$ cat config.mk
export PLATFORM = sky130hd
export DESIGN_NAME = irfc_codec
export DESIGN_NICKNAME = d
export VERILOG_FILES = /design/src/rtl/irfc_pkg.sv /design/src/rtl/irfc_uart_rx.sv /design/src/rtl/irfc_codec.sv
export SDC_FILE = /design/constraint.sdc
export NUM_CORES = 1
export LEC_CHECK = 0
export ABC_AREA = 1
export BUFFER_PORTS_ARGS = -buffer_cell sky130_fd_sc_hd__buf_2
export CORE_ASPECT_RATIO = 0.75
export CORE_MARGIN = 3
export CORE_UTILIZATION = 54
export CTS_BUF_LIST = sky130_fd_sc_hd__clkbuf_8
export DETAILED_ROUTE_END_ITERATION = 10
export PLACE_DENSITY = 0.77
export SKIP_CTS_REPAIR_TIMING = 1
export SYNTH_ARGS = -nofsm -noshare
export SYNTH_HDL_FRONTEND = slang
export SYNTH_SLANG_ARGS = --single-unit
$ cat constraint.sdc
create_clock -name sys_clk_i -period 3.86 [get_ports sys_clk_i]
set_input_delay 0.579 -clock sys_clk_i [delete_from_list [all_inputs] [get_ports sys_clk_i]]
set_output_delay 0.579 -clock sys_clk_i [all_outputs]
set_load 0.02 [all_outputs]
$ cat src/rtl/irfc_pkg.sv
// Package for the recognition-service frame codec: frame constants, timing, carriers.
// Assumes a 200 MHz system clock; the serial line rate is set by a top-level parameter.
`default_nettype none
package irfc_pkg;
  localparam int unsigned SYS_CLK_HZ      = 200_000_000;
  localparam logic [7:0]  START_CODE      = 8'h02;
  localparam logic [15:0] FRAME_KIND_CODE = 16'hFFFF;
  localparam logic [15:0] MAX_PAYLOAD_LEN = 16'h0010;
  localparam int unsigned MAX_PAYLOAD     = 16;
  localparam logic [3:0]  SVC_EXCHANGE    = 4'h0;
  localparam logic [3:0]  SVC_NOTIFY      = 4'h1;
  localparam logic [3:0]  DIR_REQUEST     = 4'h0;
  localparam logic [3:0]  DIR_RESPONSE    = 4'h8;
  localparam logic [7:0]  TAG_UNUSED      = 8'h00;
  localparam int unsigned CHAR_BITS       = 11;
  localparam int unsigned GAP_CHARS       = 3;
  localparam int unsigned SLOW_RATE_BPS   = 9600;
  localparam int unsigned SLOW_GAP_MS     = 10;
  localparam int unsigned DEFAULT_BAUD    = 9600;
  localparam int unsigned SLOW_GAP_CYCLES = SLOW_GAP_MS * (SYS_CLK_HZ / 1000);

  // Decoded frame header handed to the user with the frame
  typedef struct packed {
    logic [7:0]  command_code;
    logic [7:0]  sequence_tag;
    logic [15:0] payload_length;
  } irfc_hdr_t;

  // Byte stream element with a flag marking the last byte of the frame
  typedef struct packed {
    logic [7:0] data;
    logic       last;
  } irfc_byte_t;
endpackage
`default_nettype wire

$ cat src/rtl/irfc_uart_rx.sv
// Character receiver: start, 8 data bits LSB first, even parity, stop.
// Assumes rx_i is already synchronised to sys_clk_i.
`default_nettype none
module irfc_uart_rx #(
  parameter int unsigned BIT_CYCLES = 20833
) (
  input  wire logic       sys_clk_i,    // System clock
  input  wire logic       reset_i,      // Sync reset
  input  wire logic       clk_en_i,     // Clock enable
  input  wire logic       rx_i,         // Synchronised line
  output logic            char_vld_o,   // Character done pulse
  output logic [7:0]      char_o,       // Data byte
  output logic            par_err_o,    // Parity or stop error
  output logic            line_idle_o   // Stop bit seen, line idle
);
  localparam int unsigned CW = $clog2(BIT_CYCLES + 1);
  localparam logic [CW-1:0] FULL = CW'(BIT_CYCLES - 1);
  localparam logic [CW-1:0] HALF = CW'(BIT_CYCLES / 2);

  logic [CW-1:0] cnt_q;
  logic [3:0]    bit_q;
  logic [9:0]    sh_q;
  logic          busy_q;
  wire           tick = (cnt_q == '0);
  wire           start_seen = !busy_q && !rx_i;
  wire           done = busy_q && tick && (bit_q == 4'hA);
  // Shift holds d0..d7, parity, stop once the last bit is in
  wire [9:0]     sh_full = {rx_i, sh_q[9:1]};
  wire           par_ok = ~^sh_full[8:0];
  wire           stop_ok = sh_full[9];

  // Bit timing samples each bit in its middle
  always_ff @(posedge sys_clk_i) begin
    if (reset_i) begin
      cnt_q <= '0;
      bit_q <= 4'h0;
      sh_q <= 10'h000;
      busy_q <= 1'b0;
      char_vld_o <= 1'b0;
      char_o <= 8'h00;
      par_err_o <= 1'b0;
    end else if (clk_en_i) begin
      char_vld_o <= 1'b0;
      if (start_seen) begin
        busy_q <= 1'b1;
        cnt_q <= HALF;
        bit_q <= 4'h0;
      end else if (busy_q) begin
        cnt_q <= tick ? FULL : cnt_q - CW'(1);
        if (tick) begin
          if (bit_q == 4'h0 && rx_i) begin
            busy_q <= 1'b0;  // Glitch, not a start bit
          end else if (done) begin
            busy_q <= 1'b0;
            char_vld_o <= 1'b1;
            char_o <= sh_full[7:0];
            par_err_o <= !(par_ok && stop_ok);
          end else begin
            if (bit_q != 4'h0) begin
              sh_q <= {rx_i, sh_q[9:1]};
            end
            bit_q <= bit_q + 4'h1;
          end
        end
      end
    end
  end

  assign line_idle_o = !busy_q;
endmodule
`default_nettype wire

$ cat src/rtl/irfc_codec.sv
// Recognition-service frame receiver and checker, plus frame builder.
// Assumes a raw serial line on rx_pin_i and a byte sink downstream that never stalls.
`default_nettype none
module irfc_codec #(
  parameter int unsigned BAUD       = irfc_pkg::DEFAULT_BAUD,
  parameter int unsigned GAP_CYCLES = (BAUD <= irfc_pkg::SLOW_RATE_BPS) ?
                                      irfc_pkg::SLOW_GAP_CYCLES :
                                      irfc_pkg::GAP_CHARS * irfc_pkg::CHAR_BITS *
                                      (irfc_pkg::SYS_CLK_HZ / BAUD)
) (
  input  wire logic                 sys_clk_i,     // System clock 200 MHz
  input  wire logic                 reset_i,       // Sync reset, high
  input  wire logic                 clk_en_i,      // Freezes all state when low
  input  wire logic                 rx_pin_i,      // Serial line in
  output logic                      frame_ok_o,    // Valid frame pulse
  output logic                      frame_bad_o,   // Dropped frame pulse
  output irfc_pkg::irfc_hdr_t       frame_hdr_o,   // Header of last good frame
  output logic [2:0]                frame_svc_o,   // 0 none, 1 exch, 2 notify
  output logic                      frame_resp_o,  // Good frame is a response
  output logic [8*irfc_pkg::MAX_PAYLOAD-1:0] payload_bytes_o, // Payload, byte 0 low
  input  wire logic                 tx_start_i,    // Build a frame, pulse
  input  wire logic [7:0]           tx_cmd_i,      // Command code to send
  input  wire logic [7:0]           tx_tag_i,      // Tag, echo of request
  input  wire logic [4:0]           tx_len_i,      // Payload length 0..16
  input  wire logic [8*irfc_pkg::MAX_PAYLOAD-1:0] tx_payload_i, // Payload, byte 0 low
  output logic                      tx_busy_o,     // Builder active
  output logic                      tx_vld_o,      // Built byte valid
  output irfc_pkg::irfc_byte_t      tx_byte_o      // Built byte and last flag
);
  localparam int unsigned GW = $clog2(GAP_CYCLES + 1);
  localparam logic [GW-1:0] GAP_END = GW'(GAP_CYCLES);
  localparam int unsigned NP = irfc_pkg::MAX_PAYLOAD;

  typedef enum logic [2:0] {
    RX_HUNT, RX_BODY, RX_DISCARD
  } irfc_rx_st_t;

  // Two-flop sync of the serial pin
  logic sync1_q;
  logic sync2_q;
  always_ff @(posedge sys_clk_i) begin
    if (reset_i) begin
      sync1_q <= 1'b1;
      sync2_q <= 1'b1;
    end else if (clk_en_i) begin
      sync1_q <= rx_pin_i;
      sync2_q <= sync1_q;
    end
  end

  logic       char_vld;
  logic [7:0] char_b;
  logic       char_err;
  logic       line_idle;

  irfc_uart_rx #(
    .BIT_CYCLES (irfc_pkg::SYS_CLK_HZ / BAUD)
  ) u_rx (
    .sys_clk_i   (sys_clk_i),
    .reset_i     (reset_i),
    .clk_en_i    (clk_en_i),
    .rx_i        (sync2_q),
    .char_vld_o  (char_vld),
    .char_o      (char_b),
    .par_err_o   (char_err),
    .line_idle_o (line_idle)
  );

  irfc_rx_st_t  st_q;
  logic [GW-1:0] gap_q;
  logic [5:0]   idx_q;       // Bytes taken so far in frame
  logic [7:0]   sum_q;       // Sum of data portion
  logic [7:0]   last_q;      // Most recent byte
  logic [7:0]   prev_sum_q;  // Sum before last byte
  logic         err_q;       // Sticky frame error
  logic [15:0]  kind_q;
  logic [7:0]   cmd_q;
  logic [7:0]   tag_q;
  logic [15:0]  len_q;
  logic [8*NP-1:0] pay_q;

  // Idle gap detection from last stop bit
  wire gap_hit = (st_q == RX_BODY || st_q == RX_DISCARD) && line_idle &&
                 (gap_q == GAP_END);
  // Byte position decode, fixed header of seven bytes
  wire       in_kind  = (idx_q == 6'd1) || (idx_q == 6'd2);
  wire       in_cmd   = (idx_q == 6'd3);
  wire       in_tag   = (idx_q == 6'd4);
  wire       in_len   = (idx_q == 6'd5) || (idx_q == 6'd6);
  wire       in_pay   = (idx_q >= 6'd7);
  wire [5:0] pay_idx  = idx_q - 6'd7;
  wire       too_long = in_pay && (pay_idx > 6'(NP));
  // Checksum byte is the last one; sum of data excludes it
  wire [7:0] want_sum = 8'h00 - prev_sum_q;
  wire       sum_ok   = (last_q == want_sum);
  wire [5:0] got_pay  = idx_q - 6'd8;
  wire       count_ok = (idx_q >= 6'd8) && (len_q <= irfc_pkg::MAX_PAYLOAD_LEN) &&
                        ({10'h000, got_pay} == len_q);
  wire       kind_ok  = (kind_q == irfc_pkg::FRAME_KIND_CODE);
  wire       good     = !err_q && sum_ok && count_ok && kind_ok;
  // Service decode; reserved codes carry no meaning
  wire       svc_hi_ok = (cmd_q[7:4] == irfc_pkg::DIR_REQUEST) ||
                         (cmd_q[7:4] == irfc_pkg::DIR_RESPONSE);
  wire [2:0] svc_dec  = !svc_hi_ok ? 3'h0 :
                        (cmd_q[3:0] == irfc_pkg::SVC_EXCHANGE) ? 3'h1 :
                        (cmd_q[3:0] == irfc_pkg::SVC_NOTIFY) ? 3'h2 : 3'h0;

  // Frame receive state machine
  always_ff @(posedge sys_clk_i) begin
    if (reset_i) begin
      st_q <= RX_HUNT;
      gap_q <= '0;
      idx_q <= 6'd0;
      sum_q <= 8'h00;
      prev_sum_q <= 8'h00;
      last_q <= 8'h00;
      err_q <= 1'b0;
      kind_q <= 16'h0000;
      cmd_q <= 8'h00;
      tag_q <= 8'h00;
      len_q <= 16'h0000;
      pay_q <= '0;
    end else if (clk_en_i) begin
      // Gap counter restarts on every character
      if (char_vld || !line_idle) begin
        gap_q <= '0;
      end else if (gap_q != GAP_END) begin
        gap_q <= gap_q + GW'(1);
      end
      case (st_q)
        RX_HUNT: begin
          if (char_vld) begin
            idx_q <= 6'd1;
            sum_q <= 8'h00;
            prev_sum_q <= 8'h00;
            err_q <= char_err;
            kind_q <= 16'h0000;
            len_q <= 16'h0000;
            // Non-start byte: swallow the rest of this burst
            st_q <= (char_b == irfc_pkg::START_CODE) ? RX_BODY : RX_DISCARD;
          end
        end
        RX_BODY: begin
          if (gap_hit) begin
            st_q <= RX_HUNT;
          end else if (char_vld) begin
            if (char_err || too_long) begin
              err_q <= 1'b1;
            end
            if (idx_q != 6'h3F) begin
              idx_q <= idx_q + 6'd1;
            end
            prev_sum_q <= sum_q;
            sum_q <= sum_q + char_b;
            last_q <= char_b;
            if (in_kind) begin
              kind_q <= {kind_q[7:0], char_b};
            end
            if (in_cmd) begin
              cmd_q <= char_b;
            end
            if (in_tag) begin
              tag_q <= char_b;
            end
            if (in_len) begin
              len_q <= {len_q[7:0], char_b};
            end
            if (in_pay && (pay_idx < 6'(NP))) begin
              pay_q[pay_idx[3:0]*8 +: 8] <= char_b;
            end
          end
        end
        RX_DISCARD: begin
          if (gap_hit) begin
            st_q <= RX_HUNT;
          end
        end
        default: begin
          st_q <= RX_HUNT;
        end
      endcase
    end
  end

  // Result outputs; bad frames raise only a local flag, nothing goes back on the line
  always_ff @(posedge sys_clk_i) begin
    if (reset_i) begin
      frame_ok_o <= 1'b0;
      frame_bad_o <= 1'b0;
      frame_hdr_o <= '0;
      frame_svc_o <= 3'h0;
      frame_resp_o <= 1'b0;
      payload_bytes_o <= '0;
    end else if (clk_en_i) begin
      frame_ok_o <= gap_hit && (st_q == RX_BODY) && good;
      frame_bad_o <= gap_hit && !((st_q == RX_BODY) && good);
      if (gap_hit && (st_q == RX_BODY) && good) begin
        frame_hdr_o <= '{command_code: cmd_q, sequence_tag: tag_q, payload_length: len_q};
        frame_svc_o <= svc_dec;
        frame_resp_o <= (cmd_q[7:4] == irfc_pkg::DIR_RESPONSE);
        payload_bytes_o <= pay_q;
      end
    end
  end

  // Frame builder: one byte per cycle, sum accumulated as it goes
  logic [5:0]  tx_idx_q;
  logic [7:0]  tx_sum_q;
  logic [7:0]  tx_cmd_q;
  logic [7:0]  tx_tag_q;
  logic [4:0]  tx_len_q;
  logic [8*NP-1:0] tx_pay_q;
  logic        tx_act_q;
  // Length clamps at sixteen payload bytes
  wire [4:0]   tx_len_c = (tx_len_i > 5'(NP)) ? 5'(NP) : tx_len_i;
  wire [5:0]   tx_last  = 6'd7 + {1'b0, tx_len_q};
  wire [5:0]   tx_pidx  = tx_idx_q - 6'd7;
  wire [7:0]   tx_pay_b = tx_pay_q[tx_pidx[3:0]*8 +: 8];
  wire [7:0]   tx_mux   = (tx_idx_q == 6'd0) ? irfc_pkg::START_CODE :
                          (tx_idx_q == 6'd1) ? irfc_pkg::FRAME_KIND_CODE[15:8] :
                          (tx_idx_q == 6'd2) ? irfc_pkg::FRAME_KIND_CODE[7:0] :
                          (tx_idx_q == 6'd3) ? tx_cmd_q :
                          (tx_idx_q == 6'd4) ? tx_tag_q :
                          (tx_idx_q == 6'd5) ? 8'h00 :
                          (tx_idx_q == 6'd6) ? {3'h0, tx_len_q} :
                          (tx_idx_q == tx_last) ? 8'h00 - tx_sum_q :
                          tx_pay_b;
  wire [7:0]   tx_add   = (tx_idx_q == 6'd0) ? 8'h00 : tx_mux;

  always_ff @(posedge sys_clk_i) begin
    if (reset_i) begin
      tx_act_q <= 1'b0;
      tx_idx_q <= 6'd0;
      tx_sum_q <= 8'h00;
      tx_cmd_q <= 8'h00;
      tx_tag_q <= irfc_pkg::TAG_UNUSED;
      tx_len_q <= 5'd0;
      tx_pay_q <= '0;
      tx_vld_o <= 1'b0;
      tx_byte_o <= '0;
    end else if (clk_en_i) begin
      tx_vld_o <= tx_act_q;
      if (tx_act_q) begin
        tx_byte_o <= '{data: tx_mux, last: (tx_idx_q == tx_last)};
        tx_sum_q <= tx_sum_q + tx_add;
        tx_idx_q <= tx_idx_q + 6'd1;
        if (tx_idx_q == tx_last) begin
          tx_act_q <= 1'b0;
        end
      end else if (tx_start_i) begin
        // Caller supplies defined codes only and keeps request tags in 0x01..0xFF
        tx_act_q <= 1'b1;
        tx_idx_q <= 6'd0;
        tx_sum_q <= 8'h00;
        tx_cmd_q <= tx_cmd_i;
        tx_tag_q <= tx_tag_i;
        tx_len_q <= tx_len_c;
        tx_pay_q <= tx_payload_i;
      end
    end
  end

  assign tx_busy_o = tx_act_q;
endmodule
`default_nettype wire

==> impl_metrics.ini, run 1 <==
[timing]
finalCriticalPeriod_ns = 3.52
slew_viol_final = 0
holdWs_ns = 0.0765
post-route-period-util = 0.912
finalSetupViolations = 0
tightest_slew_ns = 1.03
slew-limit-headroom = 0.317
finalHoldViolCount = 0
fmax_mhz = 284
fin_skew_ns = 0.0441

[power_and_ir_drop]
p_per_area_nw_per_um2 = 425
internal_power_uw = 9660
peakVddDrop_v = 0.000327
pwr-share-clk = 0.430
leakagePower_uw = 0.0134
seqPwrFrac = 0.504
switchingPower_uw = 3260
switching_share = 0.252
combPwrFrac = 0.066

[clocking]
clock_latency_ns = 0.72
cts_sinks = 610
cts_tree = built
root_buffer = clkbuf_8
path_clk_slew_ns = 0.06
h-tree-depth = 3
clock_path_buffers = 3
cts_made_buffers = 91

[global_routing]
grt_start_max_net_pins = 145
grt_pass1_wl_mm = 120
grt.total_usage = 0.287
antenna_found_initial = 0
first_global_vias = 22700
grt_overflow_total = 0

[floorplanning]
die_x_um = 261
core_sq_um = 47800
chipHeight_um = 197
rows = 69
start_util = 0.551
die_area_sq_um = 51500
io_pins = 331

[place]
place_hpwl_mm = 52.0
place_area_sq_um = 28400
place.gp.congestion = 0.922
io_buffers = 329

[yosys]
synth.avg_cell_area_sq_um = 7.25
async_reset_ff_frac = 0
ys.flop_type = dfxtp_1
ys_types = 53
syn-num-nets = 3828
ys.warnings.count = 0
syn_area_sq_um = 26400
yosysSeqAreaShare = 0.463
synth-seq-cells = 610
synth_edf_count = 0
syn_inst = 3635

[status]
outcome = completed

[critical_path]
path_max_fanout = 26
critPathRequiredTime_ns = 4.39
crit_arrival_ns = 4.05
rrSetupSlack_ns = 0.34
crit_type = reg2reg
path_common_cell = nand2_1
startpoint_type = flip-flop
slowest_delay_ns = 0.37
path_cells = inv_1, ha_4, clkinv_1, buf_12, nand2_1, a21oi_1, o21ai_0, o21ai_1, nand2_1, nand3_1, nand3_1, nand2_1, nand2_1, nand2_1, a21oi_2, ha_1, nand3_1, and2_1, nor2_1, o21ai_0, nand2_1, or2_2, nand3_1, a21oi_1
cp_slowest_cell = dfxtp_1
worstSetupEndpointType = flip-flop

[final_layout]
design_area_sq_um = 30400
seq_area_sq_um = 12200
multiInputGateArea_sq_um = 12200
area_growth_pct = 15.3
fillers = 4356
final_common_cell = nor2_1
drive_gt1_frac = 0.143
final_cell_mix = 664 x nor2_1, 609 x dfxtp_1, 481 x nand2_1, 381 x a21oi_1, 373 x o21ai_0
nets = 4075

[routing]
wl_per_cell_um = 16.5
via_per_inst = 5.51
vias = 25300
drtIter0Drc = 2662
drc = 0
drt_wl_total_mm = 75.9
drtPass1Iterations = 8
ant_nets = 0

[hold_path]
hold_class = in2reg

[job]
drv_cap = 0
[final timing paths]
path | start | end | depth (start not counted)
setup / recovery | tx_idx_q[1] | tx_sum_q[5] | 24
hold / removal | tx_payload_i[123] | tx_pay_q[123] | 3
setup reg to reg | tx_idx_q[1] | tx_sum_q[5] | 24
hold reg to reg | frame_hdr_o[8] | frame_hdr_o[8] | 2
[metrics by stage]
stage / TNS (ns) / std cells / power [uW] / util / worst slack, ns
after detailed placement: 0 / 4427 / 7480 / 0.593 / 0.158
final: 0 / 4595 / 12900 / 0.636 / 0.339
after CTS: 0 / 4593 / 13000 / 0.634 / 0.178
after floorplan: 0 / 3635 / 7180 / - / 0.0118
after global placement: 0 / 4427 / 7470 / 0.593 / 0.237
after global routing: -0.0190 / 4594 / 13400 / 0.636 / -0.0190
[layout make-up]
class / instances / share of cell area
Multi-Input combinational cell: 2512 / 0.400
Tap cell: 639 / 0.0263
Clock buffer: 113 / 0.0512
Inverter: 290 / 0.0363
Timing Repair Buffer: 377 / 0.0719
Clock inverter: 53 / 0.0125
Antenna cell: 1 / 0.0000823
Sequential cell: 610 / 0.402
[routing by layer]
layer | up-vias | track usage | share of wire
met5 | - | 0 | 0.00061
met4 | 2 | 0.0735 | 0.021
met3 | 131 | 0.0648 | 0.091
met2 | 1033 | 0.399 | 0.41
met1 | 11600 | 0.446 | 0.48
li1 | 12500 | - | -
[worst max-delay path: cells and delay by family (launching register included)]
kind,cells,cell delay (ns)
AO/OA/AOI/OAI,6,0.78
flip-flops,1,0.37
adder cells (fa/ha/maj),2,0.57
buffers and inverters,3,0.39
AND/OR/NAND/NOR,13,1.29
[logic make-up (layout without fill, tap and decap cells)]
logic type	Yosys count	count (layout)	synth area share
simple gates	1496	1496	0.239
compound gates	921	921	0.181
flops	610	610	0.463
buf+inv	513	833	0.0788
xor+xnor	55	55	0.0186
fa+ha+maj	39	39	0.0191
other cells	1	2	0.000142
[state kept, by name, summed over array words and instances (netlist names), 6 cells and up]
name             cells
pay_q              128
payload_bytes_o    128
tx_pay_q           128
frame_hdr_o         32
gap_q               21
kind_q              16
len_q               16
u_rx.cnt_q          15
tx_byte_o            9
u_rx.sh_q            9
cmd_q                8
last_q               8
prev_sum_q           8
sum_q                8
tag_q                8
tx_cmd_q             8
tx_sum_q             8
tx_tag_q             8
u_rx.char_o          8
idx_q                6
tx_idx_q             6
[power groups by stage]
stage          clock network [uW]  logic [uW]  registers, uW
2_1_floorplan                   0         562           6620
4_1_cts                      5610         834           6510
3_5_place_dp                    0         827           6650
3_3_place_gp                    0         819           6650
5_1_grt                      5890         959           6530
6_report                     5560         847           6520
[Yosys cell counts, types with 3 or more instances]
cell	n	area [sq um]
a211oi_1	18	135
a21oi_1	384	1920
a22oi_1	5	37.5
a311oi_1	3	26.3
buf_1	10	37.5
buf_2	52	260
buf_4	5	37.5
buf_6	9	101
clkbuf_1	146	548
clkinv_1	8	30.0
dfxtp_1	610	12200
ha_1	37	463
inv_1	276	1040
inv_2	6	22.5
nand2_1	482	1810
nand2_2	5	31.3
nand3_1	160	801
nand3_2	3	30.0
nand4_1	84	526
nor2_1	667	2500
nor2_2	5	31.3
nor3_1	46	230
nor4_1	24	150
o211ai_1	10	75.1
o21a_1	13	97.6
o21ai_0	375	1880
o21ai_1	101	505
o31ai_1	3	22.5
or2_2	4	25.0
xnor2_1	15	131
xor2_1	39	342
(Power assumes the default switching activity.)
==> run 2, diff against run 1 <==
CORE_UTILIZATION = 40   (was 54)
PLACE_DENSITY = 0.6   (was 0.77)
SKIP_LAST_GASP = 1   (was unset)
==> run 2 against run 1 <==
Net effect: utilization decreased by 16 points; count of clock-buffer cells in the layout grew 10; first-iteration DRC count down 9.7%; flip-flop and latch count stayed put; maximum frequency rose by 0.50%; routed wire length up 8.4%; critical path depth is 4 higher; largest power group unchanged; highest routed layer unchanged.
==> impl_metrics.ini, run 2 (synthesis gave the netlist of run 1 again) <==
[status]
outcome = completed

[clocking]
cts_sinks = 610
h-tree-depth = 3
cts_tree = built
cts_made_buffers = 96
path_clk_slew_ns = 0.06
clock_path_buffers = 3
root_buffer = clkbuf_8
clock_latency_ns = 0.71

[global_routing]
grt_overflow_total = 0
use_met3 = 0.0574
antenna_found_initial = 2
first_global_vias = 22800
grt_start_max_net_pins = 162
grt.total_usage = 0.232
grt.busiest_layer = met1
grt_pass1_wl_mm = 129
grtUsageMet1 = 0.364
gr-usage-met2 = 0.317

[critical_path]
worst-path-buf-inv = 8
path_max_fanout = 26
crit_type = reg2reg
worst_r2r_endpoint = tx_sum_q[6]
cp_num_cells = 28
startpoint_type = flip-flop
worstSetupEndpointType = flip-flop
cp_slowest_cell = dfxtp_4
slowest_delay_ns = 0.38
r2r_cells = 28
rrSetupSlack_ns = 0.36
critPathRequiredTime_ns = 4.41
crit_arrival_ns = 4.05
cpLargestDelayFamily = simple AND/OR/NAND/NOR gates
rr_startpoint = tx_idx_q[1]
critPathLaunch = tx_idx_q[1]

[routing]
drt_wl_total_mm = 82.3
via_per_inst = 5.15
drc = 0
vias = 24900
ant_nets = 0
drtIter0Drc = 2405
drtPass1Iterations = 6
wl_per_cell_um = 17.0

[floorplanning]
chipHeight_um = 228
core_sq_um = 64400
io_pins = 331
die_x_um = 302
rows = 80
start_util = 0.410
die_area_sq_um = 69000

[timing]
finalHoldViolCount = 0
slew-limit-headroom = 0.395
holdWs_ns = 0.0957
slew_viol_final = 0
finalCriticalPeriod_ns = 3.50
setup_ws_ns = 0.356
fmax_mhz = 285
post-route-period-util = 0.908
tightest_slew_ns = 0.908
finalSetupViolations = 0
fin_setup_tns_ns = 0
fin_skew_ns = 0.0393

[job]
drv_cap = 0

[place]
place_hpwl_mm = 57.7
place.gp.congestion = 0.918
dp_cells = 4656
dp_worst_setup_slack_ns = 0.222
io_buffers = 329

[hold_path]
hold_depth = 3
hold_class = in2reg
holdPathEnd = tx_pay_q[119]
hp-start = tx_payload_i[119]

[final_layout]
final_cell_mix = 664 x nor2_1, 608 x dfxtp_1, 481 x nand2_1, 382 x a21oi_1, 375 x o21ai_0
final_common_cell = nor2_1
nets = 4088
reg.largest.list = pay_q (128), payload_bytes_o (128), tx_pay_q (128)
post_layout_nonfiller_instances = 4829
drive_gt1_frac = 0.145
area_growth_pct = 16.7
fin_util = 0.478

[power_and_ir_drop]
peakVddDrop_v = 0.000245
leakagePower_uw = 0.0134
p_per_area_nw_per_um2 = 426
[run 2: stage by stage]
step	instance area (sq um)	total power, uW
global route	30800	13600
global placement	28700	7500
CTS	30700	13200
finish	30800	13100
floorplan	26400	7180
detailed placement	28700	7500
[run 2: worst reg2reg max path: cells and delay by family, from the launching register on]
kind	cells	cell delay, ns
flops	1	0.38
fa+ha+maj	3	0.70
buf+inv	8	0.70
compound gates	6	0.75
simple gates	11	0.82
[run 2: how the worst max path moves through the flow]
stage	slack [ns]	end
after global placement	0.27	tx_sum_q[6]
after global routing	-0.02	tx_sum_q[6]
after CTS	0.20	tx_sum_q[6]
after floorplan	0.01	tx_sum_q[6]
after detailed placement	0.22	tx_sum_q[6]
final	0.36	tx_sum_q[6]
[run 2: final cells by class]
cell class	instances	area, sq um
multi-input cells	2512	12100
clock inverters	47	305
diodes	1	2.50
clock buffers	123	1690
fillers	6654	33600
inverters	290	1100
well taps	861	1080
flip-flops and latches	610	12200
repair buffers	385	2230
[run 2: metal layers]
layer / wire [um] / vias up / part of all wire
li1: - / 12600 / -
met1: 41800 / 11500 / 0.51
met2: 33000 / 736 / 0.40
met3: 6290 / 101 / 0.076
met4: 1180 / 3 / 0.014
met5: 89 / - / 0.0011
[run 2: power breakdown]
part / total [uW] / switching, uW / leakage (uW) / internal [uW]
combinational: 852 / 560 / 0.00736 / 292
clock: 5700 / 2640 / 0.00114 / 3070
sequential: 6530 / 105 / 0.00494 / 6430
